File: config.mk
export PLATFORM = sky130hd
export DESIGN_NAME = sfh_host
export DESIGN_NICKNAME = d
export VERILOG_FILES = /design/src/verilog/sfh_clk_div.v /design/src/verilog/sfh_fifo.v /design/src/verilog/sfh_host.v
export VERILOG_INCLUDE_DIRS = /design/src /design/src/shared
export SDC_FILE = /design/constraint.sdc
export NUM_CORES = 1
export LEC_CHECK = 0
export ABC_AREA = 1
export BUFFER_PORTS_ARGS = -buffer_cell sky130_fd_sc_hd__buf_4
export CORE_ASPECT_RATIO = 1.1
export CORE_MARGIN = 5
export CORE_UTILIZATION = 30
export CTS_CLUSTER_SIZE = 28
export DETAILED_ROUTE_END_ITERATION = 8
export SLEW_MARGIN = 20
export SYNTH_ARGS = -nofsm -noshare
export SYNTH_HDL_FRONTEND = slang
export SYNTH_SLANG_ARGS = --single-unit
File: constraint.sdc
create_clock -name sys_clk -period 5.3 [get_ports sys_clk]
set_clock_uncertainty 0.15 [all_clocks]
set_input_delay 0.53 -clock sys_clk [delete_from_list [all_inputs] [get_ports sys_clk]]
set_output_delay 0.53 -clock sys_clk [all_outputs]
set_load 0.05 [all_outputs]
File: src/shared/sfh_consts.vh
`ifndef SFH_CONSTS_VH
`define SFH_CONSTS_VH
// ********************
// Opcodes
// ********************
`define SFH_OP_RD_FAST2   8'h1B
`define SFH_OP_RD_FAST1   8'h0B
`define SFH_OP_RD_SLOW    8'h03
`define SFH_OP_RD_DUAL    8'h3B
`define SFH_OP_ERASE4K    8'h20
`define SFH_OP_ERASE32K   8'h52
`define SFH_OP_ERASE64K   8'hD8
`define SFH_OP_CHIP_ERA1  8'h60
`define SFH_OP_CHIP_ERA2  8'hC7
`define SFH_OP_PROG       8'h02
`define SFH_OP_PROG_DUAL  8'hA2
`define SFH_OP_SUSPEND    8'hB0
`define SFH_OP_RESUME     8'hD0
`define SFH_OP_WREN       8'h06
`define SFH_OP_WRDIS      8'h04
`define SFH_OP_PROTECT    8'h36
`define SFH_OP_UNPROTECT  8'h39
`define SFH_OP_RD_PROT    8'h3C
`define SFH_OP_LOCKDOWN   8'h33
`define SFH_OP_FREEZE     8'h34
`define SFH_OP_RD_LOCK    8'h35
`define SFH_OP_OTP_PROG   8'h9B
`define SFH_OP_OTP_READ   8'h77
`define SFH_OP_RD_STATUS  8'h05
`define SFH_OP_WR_STAT1   8'h01
`define SFH_OP_WR_STAT2   8'h31
`define SFH_OP_RESET      8'hF0
`define SFH_OP_READ_ID    8'h9F
`define SFH_OP_DEEP_PD    8'hB9
`define SFH_OP_WAKE       8'hAB
// ********************
// Framing and timing
// ********************
`define SFH_ADDR_BYTES    2'h3
`define SFH_ADDR_MASK     24'h1FFFFF
`define SFH_CLK_DIV_W     4
`define SFH_CLK_HALF      4'h4
`define SFH_FIFO_DEPTH    4
`define SFH_FIFO_AW       2
`endif

File: src/verilog/sfh_clk_div.v
`timescale 1ns/1ns
`default_nettype none
// ********************
// Half-period enable for the link clock
// ********************
module sfh_clk_div #(
  parameter W    = 4,
  parameter HALF = 4
) (
  input  wire         sys_clk,
  input  wire         rstn,
  input  wire         run,
  output reg          tick
);
  reg [W-1:0] cnt_ff;
  always @(posedge sys_clk) begin
    if (!rstn || !run) begin
      cnt_ff <= {W{1'b0}};
      tick   <= 1'b0;
    end else if (cnt_ff == HALF[W-1:0] - {{(W-1){1'b0}}, 1'b1}) begin
      cnt_ff <= {W{1'b0}};
      tick   <= 1'b1;
    end else begin
      cnt_ff <= cnt_ff + {{(W-1){1'b0}}, 1'b1};
      tick   <= 1'b0;
    end
  end
endmodule
`default_nettype wire

File: src/verilog/sfh_fifo.v
`timescale 1ns/1ns
`default_nettype none
// ********************
// Small synchronous FIFO
// ********************
module sfh_fifo #(
  parameter WIDTH = 8,
  parameter DEPTH = 4,
  parameter AW    = 2
) (
  input  wire             sys_clk,
  input  wire             rstn,
  input  wire [WIDTH-1:0] inData,
  input  wire             inValid,
  output wire             inReady,
  output reg  [WIDTH-1:0] outData,
  output wire             outValid,
  input  wire             outReady
);
  reg [WIDTH-1:0] mem [0:DEPTH-1];
  reg [AW-1:0]    wrPtr_ff;
  reg [AW-1:0]    rdPtr_ff;
  reg [AW:0]      count_ff;
  wire            doWr;
  wire            doRd;
  assign inReady  = (count_ff != DEPTH[AW:0]);
  assign outValid = (count_ff != {(AW+1){1'b0}});
  assign doWr     = inValid && inReady;
  assign doRd     = outValid && outReady;
  always @* begin
    outData = mem[rdPtr_ff];
  end
  always @(posedge sys_clk) begin
    if (doWr) begin
      mem[wrPtr_ff] <= inData;
    end
  end
  always @(posedge sys_clk) begin
    if (!rstn) begin
      wrPtr_ff <= {AW{1'b0}};
      rdPtr_ff <= {AW{1'b0}};
      count_ff <= {(AW+1){1'b0}};
    end else begin
      if (doWr) begin
        wrPtr_ff <= wrPtr_ff + {{(AW-1){1'b0}}, 1'b1};
      end
      if (doRd) begin
        rdPtr_ff <= rdPtr_ff + {{(AW-1){1'b0}}, 1'b1};
      end
      if (doWr && !doRd) begin
        count_ff <= count_ff + {{AW{1'b0}}, 1'b1};
      end else if (doRd && !doWr) begin
        count_ff <= count_ff - {{AW{1'b0}}, 1'b1};
      end
    end
  end
endmodule
`default_nettype wire

File: src/verilog/sfh_host.v
// Rules of the document
// Bus runs in mode 0: clock idles low, other mode unused.
// Device samples on rising edge, changes output on falling edge.
// Device accepts either idle clock level between transfers.
// Each operation: select low, one 8-bit opcode, then further bytes.
// Every opcode, address and data byte goes most significant bit first.
// Unsupported opcodes start nothing; host refuses to send them.
// After a bad opcode device ignores input until select cycles.
// Select released early aborts; host always completes the header.
// Addressed commands carry three address bytes, A23 down to A0.
// Top three address bits are ignored; host sends them as zero.
// Dual-input program: device output pin becomes second input line.
// Dual-output read: device input pin becomes second output line.
// Reads 1Bh, 0Bh, 03h: three address, two/one/zero dummy, data.
// Dual read 3Bh: three address, one dummy, data on two lines.
// Erase 20h, 52h, D8h: three address bytes only.
// Chip erase 60h or C7h: bare opcode.
// Program 02h single or A2h dual: address then 1 to 256 bytes.
// Suspend, resume, deep power-down, wake: bare opcodes.
// Write enable 06h and disable 04h: bare opcodes.
// Protect 36h, unprotect 39h: address only; 3Ch address then data.
// Lockdown 33h, freeze 34h: address, one byte; 35h reads data.
// OTP write 9Bh: address and data; read 77h: two dummy then data.
// Device drives its output only while returning read data.
// Device decodes opcode on eighth rising edge after select.
`timescale 1ns/1ns
`default_nettype none
`include "sfh_consts.vh"
module sfh_host (
  input  wire        sys_clk,
  input  wire        rstn,
  input  wire        cmdValid,
  output wire        cmdReady,
  input  wire [7:0]  cmdOpcode,
  input  wire [23:0] cmdAddr,
  input  wire [8:0]  cmdLen,
  output reg         cmdReject,
  input  wire [7:0]  wrData,
  input  wire        wrValid,
  output wire        wrReady,
  output wire [7:0]  rdData,
  output wire        rdValid,
  input  wire        rdReady,
  output reg         busy,
  output reg         flashCsN,
  output reg         flashSck,
  output reg         flashMosiOut,
  output reg         flashMosiOe,
  input  wire        flashMosiIn,
  output reg         flashMisoOut,
  output reg         flashMisoOe,
  input  wire        flashMisoIn
);
  // ********************
  // States
  // ********************
  localparam ST_IDLE = 6'b000001;
  localparam ST_OPC  = 6'b000010;
  localparam ST_ADDR = 6'b000100;
  localparam ST_DUMY = 6'b001000;
  localparam ST_DATA = 6'b010000;
  localparam ST_END  = 6'b100000;

  reg [5:0]  state_ff;
  reg [7:0]  opc_ff;
  reg [23:0] addr_ff;
  reg [1:0]  addrLeft_ff;
  reg [1:0]  dummyLeft_ff;
  reg [8:0]  dataLeft_ff;
  reg        isRead_ff;
  reg        isDual_ff;
  reg [7:0]  shOut_ff;
  reg [7:0]  shIn_ff;
  reg [2:0]  bitCnt_ff;
  reg        phase_ff;
  reg        misoS1_ff;
  reg        misoS2_ff;
  reg        mosiS1_ff;
  reg        mosiS2_ff;
  reg        pushRd_ff;
  reg        txHave_ff;
  reg [7:0]  txByte_ff;
  reg        txWait_ff;
  wire       tick;
  wire       txPop;

  // ********************
  // Opcode table
  // ********************
  reg       known;
  reg [1:0] nAddr;
  reg [1:0] nDummy;
  reg       hasData;
  reg       rdCmd;
  reg       dual;
  reg       oneByte;
  always @* begin
    known   = 1'b1;
    nAddr   = `SFH_ADDR_BYTES;
    nDummy  = 2'h0;
    hasData = 1'b0;
    rdCmd   = 1'b0;
    dual    = 1'b0;
    oneByte = 1'b0;
    case (cmdOpcode)
      `SFH_OP_RD_FAST2: begin nDummy = 2'h2; hasData = 1'b1; rdCmd = 1'b1; end
      `SFH_OP_RD_FAST1: begin nDummy = 2'h1; hasData = 1'b1; rdCmd = 1'b1; end
      `SFH_OP_RD_SLOW: begin hasData = 1'b1; rdCmd = 1'b1; end
      `SFH_OP_RD_DUAL: begin
        nDummy = 2'h1; hasData = 1'b1; rdCmd = 1'b1; dual = 1'b1;
      end
      `SFH_OP_ERASE4K, `SFH_OP_ERASE32K, `SFH_OP_ERASE64K,
      `SFH_OP_PROTECT, `SFH_OP_UNPROTECT: begin end
      `SFH_OP_CHIP_ERA1, `SFH_OP_CHIP_ERA2, `SFH_OP_SUSPEND,
      `SFH_OP_RESUME, `SFH_OP_DEEP_PD, `SFH_OP_WAKE,
      `SFH_OP_WREN, `SFH_OP_WRDIS: nAddr = 2'h0;
      `SFH_OP_PROG: hasData = 1'b1;
      `SFH_OP_PROG_DUAL: begin hasData = 1'b1; dual = 1'b1; end
      `SFH_OP_RD_PROT, `SFH_OP_RD_LOCK: begin
        hasData = 1'b1; rdCmd = 1'b1;
      end
      `SFH_OP_LOCKDOWN, `SFH_OP_FREEZE: begin
        hasData = 1'b1; oneByte = 1'b1;
      end
      `SFH_OP_OTP_PROG: hasData = 1'b1;
      `SFH_OP_OTP_READ: begin
        nDummy = 2'h2; hasData = 1'b1; rdCmd = 1'b1;
      end
      `SFH_OP_RD_STATUS, `SFH_OP_READ_ID: begin
        nAddr = 2'h0; hasData = 1'b1; rdCmd = 1'b1;
      end
      `SFH_OP_WR_STAT1, `SFH_OP_WR_STAT2, `SFH_OP_RESET: begin
        nAddr = 2'h0; hasData = 1'b1; oneByte = 1'b1;
      end
      default: known = 1'b0;
    endcase
  end

  // ********************
  // Helpers
  // ********************
  sfh_clk_div #(
    .W    (`SFH_CLK_DIV_W),
    .HALF (`SFH_CLK_HALF)
  ) u_div (
    .sys_clk (sys_clk),
    .rstn    (rstn),
    .run     (state_ff != ST_IDLE),
    .tick    (tick)
  );

  // Read bytes leave through the FIFO; full FIFO stalls the link clock
  wire rdFull;
  sfh_fifo #(
    .WIDTH (8),
    .DEPTH (`SFH_FIFO_DEPTH),
    .AW    (`SFH_FIFO_AW)
  ) u_fifo (
    .sys_clk  (sys_clk),
    .rstn     (rstn),
    .inData   (shIn_ff),
    .inValid  (pushRd_ff),
    .inReady  (rdFull),
    .outData  (rdData),
    .outValid (rdValid),
    .outReady (rdReady)
  );

  assign cmdReady = (state_ff == ST_IDLE);
  wire   needTx   = (state_ff == ST_DATA) && !isRead_ff;
  assign wrReady  = needTx && !txHave_ff;
  assign txPop    = wrValid && wrReady;
  // Pause on the low half of a byte boundary when write data is missing or the read FIFO is full
  wire   stall    = (state_ff == ST_DATA) && !phase_ff && bitCnt_ff == 3'h0
                    && (isRead_ff ? !rdFull : txWait_ff);
  wire   step     = tick && !stall;

  // Sampled inputs go through two flops first
  always @(posedge sys_clk) begin
    if (!rstn) begin
      misoS1_ff <= 1'b0;
      misoS2_ff <= 1'b0;
      mosiS1_ff <= 1'b0;
      mosiS2_ff <= 1'b0;
    end else begin
      misoS1_ff <= flashMisoIn;
      misoS2_ff <= misoS1_ff;
      mosiS1_ff <= flashMosiIn;
      mosiS2_ff <= mosiS1_ff;
    end
  end

  // ********************
  // Sequencer
  // ********************
  wire [2:0] lastBit = isDual_ff ? 3'h3 : 3'h7;
  always @(posedge sys_clk) begin
    if (!rstn) begin
      state_ff     <= ST_IDLE;
      opc_ff       <= 8'h00;
      addr_ff      <= 24'h000000;
      addrLeft_ff  <= 2'h0;
      dummyLeft_ff <= 2'h0;
      dataLeft_ff  <= 9'h000;
      isRead_ff    <= 1'b0;
      isDual_ff    <= 1'b0;
      shOut_ff     <= 8'h00;
      shIn_ff      <= 8'h00;
      bitCnt_ff    <= 3'h0;
      phase_ff     <= 1'b0;
      pushRd_ff    <= 1'b0;
      txHave_ff    <= 1'b0;
      txByte_ff    <= 8'h00;
      txWait_ff    <= 1'b0;
      cmdReject    <= 1'b0;
      busy         <= 1'b0;
      flashCsN     <= 1'b1;
      flashSck     <= 1'b0;
      flashMosiOut <= 1'b0;
      flashMosiOe  <= 1'b0;
      flashMisoOut <= 1'b0;
      flashMisoOe  <= 1'b0;
    end else begin
      pushRd_ff <= 1'b0;
      cmdReject <= 1'b0;
      if (txPop) begin
        txHave_ff <= 1'b1;
        txByte_ff <= wrData;
      end
      case (state_ff)
        ST_IDLE: begin
          flashCsN <= 1'b1;
          flashSck <= 1'b0;
          busy     <= 1'b0;
          if (cmdValid && !known) begin
            cmdReject <= 1'b1;
          end else if (cmdValid) begin
            state_ff     <= ST_OPC;
            busy         <= 1'b1;
            flashCsN     <= 1'b0;
            opc_ff       <= cmdOpcode;
            addr_ff      <= cmdAddr & `SFH_ADDR_MASK;
            addrLeft_ff  <= nAddr;
            dummyLeft_ff <= nDummy;
            dataLeft_ff  <= !hasData ? 9'h000 :
                            (oneByte ? 9'h001 : cmdLen);
            isRead_ff    <= rdCmd;
            isDual_ff    <= 1'b0;
            shOut_ff     <= {cmdOpcode[6:0], 1'b0};
            flashMosiOut <= cmdOpcode[7];
            flashMosiOe  <= 1'b1;
            bitCnt_ff    <= 3'h0;
            phase_ff     <= 1'b0;
            txHave_ff    <= 1'b0;
          end
        end
        ST_OPC, ST_ADDR, ST_DUMY, ST_DATA: begin
          if (txWait_ff && txHave_ff) begin
            txWait_ff    <= 1'b0;
            txHave_ff    <= 1'b0;
            flashMisoOut <= txByte_ff[7];
            flashMosiOut <= isDual_ff ? txByte_ff[6] : txByte_ff[7];
            shOut_ff     <= isDual_ff ? {txByte_ff[5:0], 2'b00}
                                      : {txByte_ff[6:0], 1'b0};
          end
          if (step && !phase_ff) begin
            flashSck <= 1'b1;
            phase_ff <= 1'b1;
            if (isDual_ff) begin
              shIn_ff <= {shIn_ff[5:0], misoS2_ff, mosiS2_ff};
            end else begin
              shIn_ff <= {shIn_ff[6:0], misoS2_ff};
            end
          end else if (step) begin
            flashSck  <= 1'b0;
            phase_ff  <= 1'b0;
            bitCnt_ff <= bitCnt_ff + 3'h1;
            if (isDual_ff) begin
              flashMisoOut <= shOut_ff[7];
              flashMosiOut <= shOut_ff[6];
              shOut_ff     <= {shOut_ff[5:0], 2'b00};
            end else begin
              flashMosiOut <= shOut_ff[7];
              shOut_ff     <= {shOut_ff[6:0], 1'b0};
            end
            if (bitCnt_ff == lastBit) begin
              bitCnt_ff <= 3'h0;
              if (state_ff == ST_DATA) begin
                dataLeft_ff <= dataLeft_ff - 9'h001;
                pushRd_ff   <= isRead_ff;
              end
              // Next byte of the frame; header never cut short
              if (addrLeft_ff != 2'h0 && state_ff != ST_DATA) begin
                state_ff    <= ST_ADDR;
                addrLeft_ff <= addrLeft_ff - 2'h1;
                flashMosiOut <= addr_ff[23];
                shOut_ff    <= {addr_ff[22:16], 1'b0};
                addr_ff     <= {addr_ff[15:0], 8'h00};
              end else if (dummyLeft_ff != 2'h0 && state_ff != ST_DATA) begin
                state_ff     <= ST_DUMY;
                dummyLeft_ff <= dummyLeft_ff - 2'h1;
                flashMosiOut <= 1'b0;
                shOut_ff     <= 8'h00;
              end else if (state_ff == ST_DATA ? dataLeft_ff > 9'h001
                                               : dataLeft_ff != 9'h000) begin
                state_ff  <= ST_DATA;
                isDual_ff <= (opc_ff == `SFH_OP_RD_DUAL) ||
                             (opc_ff == `SFH_OP_PROG_DUAL);
                if (isRead_ff) begin
                  flashMosiOe  <= (opc_ff != `SFH_OP_RD_DUAL);
                  flashMosiOut <= 1'b0;
                end else begin
                  // Loaded a cycle later, so a late byte stalls, not garbles
                  flashMisoOe <= (opc_ff == `SFH_OP_PROG_DUAL);
                  txWait_ff   <= 1'b1;
                end
              end else begin
                state_ff <= ST_END;
              end
            end
          end
        end
        ST_END: begin
          flashCsN    <= 1'b1;
          busy        <= 1'b0;
          flashMosiOe <= 1'b0;
          flashMisoOe <= 1'b0;
          isDual_ff   <= 1'b0;
          state_ff    <= ST_IDLE;
        end
        default: state_ff <= ST_IDLE;
      endcase
    end
  end
endmodule
`default_nettype wire

# == Yosys cells after proc, flatten, opt, wreduce, memory -nomap -nowiden ==
# Memories as Yosys holds them, arrays and structs flattened. A register that Yosys moved wholly into a read port is not among the register bits.
# Index checks and enable logic that the tools add are counted.
# classes
magnitude_cmp,1
n_addsub,9
n_eq_ne,58
mux,142
mul,0
n_bitwise,6
n_shift,0
reduce_logical,62
div_mod_pow,0
# ops
op,count
two-way mux 24 bit,6
== test 8 bit (second input constant),11
two-way mux 8 bit,11
== test 8 x 6 -> 1 bit (second input constant),10
two-way mux 9 bit,8
two-way mux 1 bit,68
two-way mux 6 bit,8
case mux 24 bit (2 select lines),1
two-way mux 2 bit,16
OR reduction 30 bit,1
inequality test 2 bit (second input constant),13
== test 8 x 3 -> 1 bit (second input constant),3
== test 8 x 7 -> 1 bit (second input constant),3
two-way mux 3 bit,8
case mux 9 bit (2 select lines),1
OR reduction 17 bit,1
== test 8 x 2 -> 1 bit (second input constant),2
logical AND 1 bit,16
case mux 8 bit (2 select lines),1
AND reduction 8 bit,2
case mux 1 bit (2 select lines),7
AND reduction 7 bit,2
OR reduction 13 bit,1
case mux 2 bit (2 select lines),3
other kinds (43),75
# word_totals
word_cells,312
register_bits,108
output_inout_bits,19
ram_bits,32
latch_bits,0
memories,1
rom_bits,0
# memory_table
memory,depth,word_bits,read_ports,rd_clocked_by_memory_dff,write_ports,line_no,rtl
u_fifo.mem,4,8,1,1,1,sfh_fifo.v:20,reg [WIDTH-1:0] mem [0:DEPTH-1];

# == Longest topological paths before layout ==
# depth
depth_word,9
depth_mapped,16

# == Modules after synthesis ==
# A second synthesis with hierarchy kept.
# hier_totals
hier_cells,1118
hier_area_um2,7802.5
# by_module_without_submodules
module,instances,area_per_inst_um2,cells_per_inst,seq_area_each_um2
sfh_host,1,5921.9,951,1921.8
sfh_fifo,1,1687.9,144,1141.1
sfh_clk_div,1,192.7,23,100.1

# == Worst setup path before layout ==
# Ideal clock, no wire load.
# synth_timing
path_type,reg2reg
from,register state_ff[2]
to,register txByte_ff[5]
setup_time_ps,128
setup_slack_ps,2457
required_time_ps,5022
n_path_buf,1
arrival_ps,2565
synth_period_minus_slack_ps,2843
path_stages_with_launch,8
path_cell_list,dfxtp_1 > nor2_2 > nand3_2 > nor3_1 > nand2_1 > clkbuf_1 > o21ai_0 > a21oi_1
# synth_via
elab_chain_cells,4
# synth_rtl
item,line_no,rtl
from (decl),sfh_host.v:64,reg [5:0] state_ff;
from (signal assigned),sfh_host.v:199,state_ff <= ST_IDLE;
from (signal assigned),sfh_host.v:238,state_ff <= ST_OPC;
from (signal assigned),sfh_host.v:294,state_ff <= ST_ADDR;
== test 6 x 5 -> 1 bit,sfh_host.v:170,wire needTx = (state_ff == ST_DATA) && !isRead_ff;
logical AND 1 bit,sfh_host.v:170,
logical AND 1 bit,sfh_host.v:171,assign wrReady = needTx && !txHave_ff;
named net wrReady,sfh_host.v:40,"output wire wrReady,"
logical AND 1 bit,sfh_host.v:172,assign txPop = wrValid && wrReady;
to (signal assigned),sfh_host.v:228,txByte_ff <= wrData;
to (decl),sfh_host.v:82,reg [7:0] txByte_ff;
# The timed path passes the listed nets, and every way through them passes these cells.
# A chain may end at the register's enable or synchronous reset.

# == Final worst setup path ==
# layout_timing
from,register state_ff[2]
to,register addr_ff[18]
# layout_via
elab_chain_cells,9
word_cells_on_any_way,23
classes_between,12 x eq/ne; 1 x mux; 10 x reduce/logical
# layout_rtl
item,line_no,rtl
== test 6 x 5 -> 1 bit,"sfh_host.v:174, sfh_host.v:230",
logical AND 1 bit (2 in a row),sfh_host.v:174,wire stall = (state_ff == ST_DATA) && !phase_ff && bitCnt_ff == 3'h0
logical AND 1 bit,sfh_host.v:175,&& (isRead_ff ? !rdFull : txWait_ff);
logical NOT 1 bit,sfh_host.v:176,wire step = tick && !stall;
logical AND 1 bit,sfh_host.v:176,
logical AND 1 bit,sfh_host.v:266,if (step && !phase_ff) begin
inequality test 2 bit (no line),-,
AND reduction 7 bit (no line),-,
to (signal assigned),sfh_host.v:242,addr_ff <= cmdAddr & `SFH_ADDR_MASK;
to (signal assigned),sfh_host.v:298,"addr_ff <= {addr_ff[15:0], 8'h00};"
to (decl),sfh_host.v:66,reg [23:0] addr_ff;
# Several ways; a longest one is shown, not always the timed one.

==> out/qor.txt <==
=================================================================================
Outcome                                                                 completed
Top_reg_cell synth                                                   sky130_fd_sc_hd__dfxtp_1
Setup_tns                                                                    0 ns
Path category of the worst min-delay check                           primary input to flop
Critical path required time                                               5.43 ns
Source-to-sink clock delay at the later pin of the worst-skew pair        0.43 ns
Fraction of the cycle the final worst path needs                           63.52%
Via density per instance                                                    4.855
Share of flip-flops with an asynchronous set or reset                          0%
Unrepaired setup endpoints after global routing                                no
Area of the die                                                       28,370 um^2
FP Rows                                                                        60
Power density of the placed cells                                    533.8 nW/um^2
Share of layout cells above drive strength 1                               11.92%
Global-route met2 utilization                                              24.24%
Global-route wire length before repair                                  33,550 um
Adder and majority cell fraction of the synthesized area                   2.426%
Xor and xnor fraction of the mapped netlist area                          0.4653%
Starting utilization of the core area                                      30.58%
Min cycle time layout                                                    3.366 ns
Maximum fanout encountered on the critical timing path                         50
Layout overhead on the synthesized area                                    18.51%
Number of detailed-route iterations in the first pass                           5
Total of max-cap violations                                                     0
Synth Net Count                                                             1,158
Share of total power in sequential cells                                    29.9%
Overflow left after global routing                                              0
Mapped Cells                                                                1,088
Path type of the worst setup path                                    flop to flop
Floorplan core area                                                   24,620 um^2
X dimension of the die                                                   161.1 um
Clk pin slew, worst setup/hold paths                                      0.06 ns
Number of buffers inserted by post-CTS setup repair                             0
Element type at the critical path start                                      flop
Largest cells by area after synthesis                                sky130_fd_sc_hd__dfxtp_1 (29%), sky130_fd_sc_hd__nand2_1 (15%), sky130_fd_sc_hd__edfxtp_1 (13%)
Hold buffers post-CTS                                                           0
Leakage                                                                  3.921 nW
Antenna violations before repair                                                0
Fmax achieved                                                           297.0 MHz
Register bit count reported by yosys                                          142
Vias in the first global route                                              6,687
Data arrival time of the critical path                                    3.50 ns
Internal cell power                                                      2.708 mW
Worst VDD drop                                                        0.0004274 V
Wire per inst                                                            14.14 um
IO Count                                                                       75
Final count of pins violating max slew                                          0
Post-synth EDFFs                                                               32
Layout filler cell count                                                    2,610
Nature of the critical path endpoint                                         flop
Number of remaining DRC errors                                                  0
Wirelength, routed                                                      20,630 um
Buffers from clock root to sink, at most                                        2
Synth top area share                                                       29.25%
Yosys warnings                                                                  0
Dominant combinational cell family by area after synthesis           simple AND/OR/NAND/NOR gates
Proportion of power drawn by combinational gates                            42.6%
Fraction of the mapped netlist area in compound gates                      15.94%
Worst-margin pin slew                                                   0.9210 ns
Final setup violation count                                                     0
Mean instance size in the synthesized netlist                          6.921 um^2
Antenna Violating Nets Remaining                                                0
Number of distinct library cells after synthesis                               40
Final estimated routing congestion in global placement                     0.8508
TritonCTS clock tree                                                          yes
Sw Share                                                                   43.15%
Post-synthesis mux area share                                                  0%
Number of buffers inserted by port buffering                                   71
CTS HTree Levels                                                                4
Total via count after detailed routing                                      7,083
Area fraction in and, or, nand and nor cells after synthesis               30.66%
Number of buffers created by CTS                                               17
Met1 Track Usage GR                                                        18.49%
Switching pwr                                                            2.055 mW
Total chip power                                                         4.764 mW
Violation count after the first detailed-route iteration                      529
HPWL after detailed placement                                           14,070 um
Headroom to the max-slew limit                                             38.23%
Number of nets in the layout                                                1,207
Largest area contributor in the synthesized netlist                  sky130_fd_sc_hd__dfxtp_1
Pin count of the biggest net entering global routing                           54
Post-cts repair resize count                                                    0
Overall global routing resource usage                                      14.43%
Met3 layer usage reported by global route                                  2.872%
Root Driver                                                          sky130_fd_sc_hd__clkbuf_16
Die boundary height                                                      176.2 um
Sink Count                                                                    142
Cell area after synthesis                                               7530 um^2
Sequential share of the synthesized area                                   42.01%
Antenna diode count                                                             0
Clock network fraction of total power                                       27.5%
Number of hold violations in the final report                                   0
Most used routing layer in global routing                                    met2
=================================================================================
## cell usage in the layout (no fill, tap or decap), types with 4 or more instances in the layout
cell type / count
sky130_fd_sc_hd__o22ai_1: 10
sky130_fd_sc_hd__ha_1: 13
sky130_fd_sc_hd__nor2_2: 4
sky130_fd_sc_hd__nand2_2: 5
sky130_fd_sc_hd__inv_1: 106
sky130_fd_sc_hd__a31oi_1: 9
sky130_fd_sc_hd__nand3_2: 5
sky130_fd_sc_hd__buf_4: 76
sky130_fd_sc_hd__nand2_1: 299
sky130_fd_sc_hd__edfxtp_1: 32
sky130_fd_sc_hd__clkbuf_16: 17
sky130_fd_sc_hd__nand3_1: 20
sky130_fd_sc_hd__dfxtp_1: 110
sky130_fd_sc_hd__a21oi_1: 84
sky130_fd_sc_hd__bufinv_16: 5
sky130_fd_sc_hd__inv_2: 5
sky130_fd_sc_hd__o21ai_0: 112
sky130_fd_sc_hd__nor3_1: 16
sky130_fd_sc_hd__nor2_1: 129
sky130_fd_sc_hd__nand4_1: 51
sky130_fd_sc_hd__or2_2: 4
## flip-flops by register name, summed over array words and instances, names as in the netlist, 2 cells and up, named ones only
name             cells
addrLeft_ff          2
addr_ff             24
bitCnt_ff            3
dataLeft_ff          9
dummyLeft_ff         2
opc_ff               8
shIn_ff              8
shOut_ff             8
state_ff             6
txByte_ff            8
u_div.cnt_ff         4
u_fifo.count_ff      3
u_fifo.mem          32
u_fifo.rdPtr_ff      2
u_fifo.wrPtr_ff      2
## cell usage after synthesis, types with 5 or more instances
library cell,count
sky130_fd_sc_hd__nand3_1,20
sky130_fd_sc_hd__nor2_1,130
sky130_fd_sc_hd__o21ai_0,112
sky130_fd_sc_hd__a21oi_1,84
sky130_fd_sc_hd__nand4_1,51
sky130_fd_sc_hd__inv_2,5
sky130_fd_sc_hd__clkbuf_1,28
sky130_fd_sc_hd__edfxtp_1,32
sky130_fd_sc_hd__nand2_1,299
sky130_fd_sc_hd__inv_1,106
sky130_fd_sc_hd__nor3_1,16
sky130_fd_sc_hd__nand2_2,5
sky130_fd_sc_hd__o22ai_1,10
sky130_fd_sc_hd__ha_1,13
sky130_fd_sc_hd__dfxtp_1,110
sky130_fd_sc_hd__buf_2,11
sky130_fd_sc_hd__nand3_2,5
sky130_fd_sc_hd__a31oi_1,9
## layout make-up
cell class	count	area (um^2)	area share [%]
flip-flops and latches	142	3163	35.45
clock buffers	17	425.4	4.767
inverters	112	420.4	4.711
repair buffers	76	570.5	6.394
clock inverters	14	215.2	2.412
well taps	310	387.9	4.347
multi-input cells	788	3741	41.92
## critical path, cell delays in order, from the launching register on
cell and delay (ns):
sky130_fd_sc_hd__dfxtp_1 0.34, sky130_fd_sc_hd__nor2_2 0.19, sky130_fd_sc_hd__nand3_2 0.29, sky130_fd_sc_hd__o21ai_4 0.12
sky130_fd_sc_hd__buf_4 0.48, sky130_fd_sc_hd__nor2_1 0.20, sky130_fd_sc_hd__inv_2 0.52, sky130_fd_sc_hd__nand3_2 0.60
sky130_fd_sc_hd__nand2_1 0.22, sky130_fd_sc_hd__a21oi_1 0.09
## final timing paths
check | from | end | cells after the start | slack (ns)
setup / recovery | state_ff[2] | addr_ff[18] | 9 | 1.93
hold / removal | flashMosiIn | mosiS1_ff | 3 | 0.16
setup reg to reg | state_ff[2] | addr_ff[18] | 9 | 1.93
hold reg to reg | misoS1_ff | misoS2_ff | 2 | 0.26
## per-stage QoR
step / area (um^2) / hold slack (ns) / setup WS, ns / cells / utilization (%)
2_1_floorplan: 7530 / 0.2405 / 2.457 / 1088 / -
3_3_place_gp: 8280 / 0.2449 / 1.959 / 1428 / 33.63
3_5_place_dp: 8280 / 0.2499 / 1.944 / 1428 / 33.63
4_1_cts: 8921 / 0.1492 / 1.951 / 1459 / 36.23
5_1_grt: 8924 / 0.1543 / 1.642 / 1459 / 36.24
6_report: 8924 / 0.1559 / 1.934 / 1459 / 36.24
## power by group through the flow
stage | Combinational (mW) | Sequential (mW) | Clock, mW
after floorplan | 1.55 | 1.47 | 0
after global placement | 2.01 | 1.45 | 0
after detailed placement | 2.03 | 1.45 | 0
after CTS | 2.03 | 1.43 | 1.33
after global routing | 2.27 | 1.45 | 1.38
final | 2.03 | 1.43 | 1.31
## layer usage
layer	vias to the layer above	share of wire, %
li1	3687	-
met1	3195	46
met2	171	48
met3	30	4.1
met4	0	2.1
met5	-	0
## cells by family after synthesis
family                     Yosys count
and+or+nand+nor                    542
AOI/OAI and AO/OA                  228
buffers and inverters              158
DFF                                142
adders and majority gates           14
xor gates and xnor gates             4
Power figures use the tool's default switching activity.
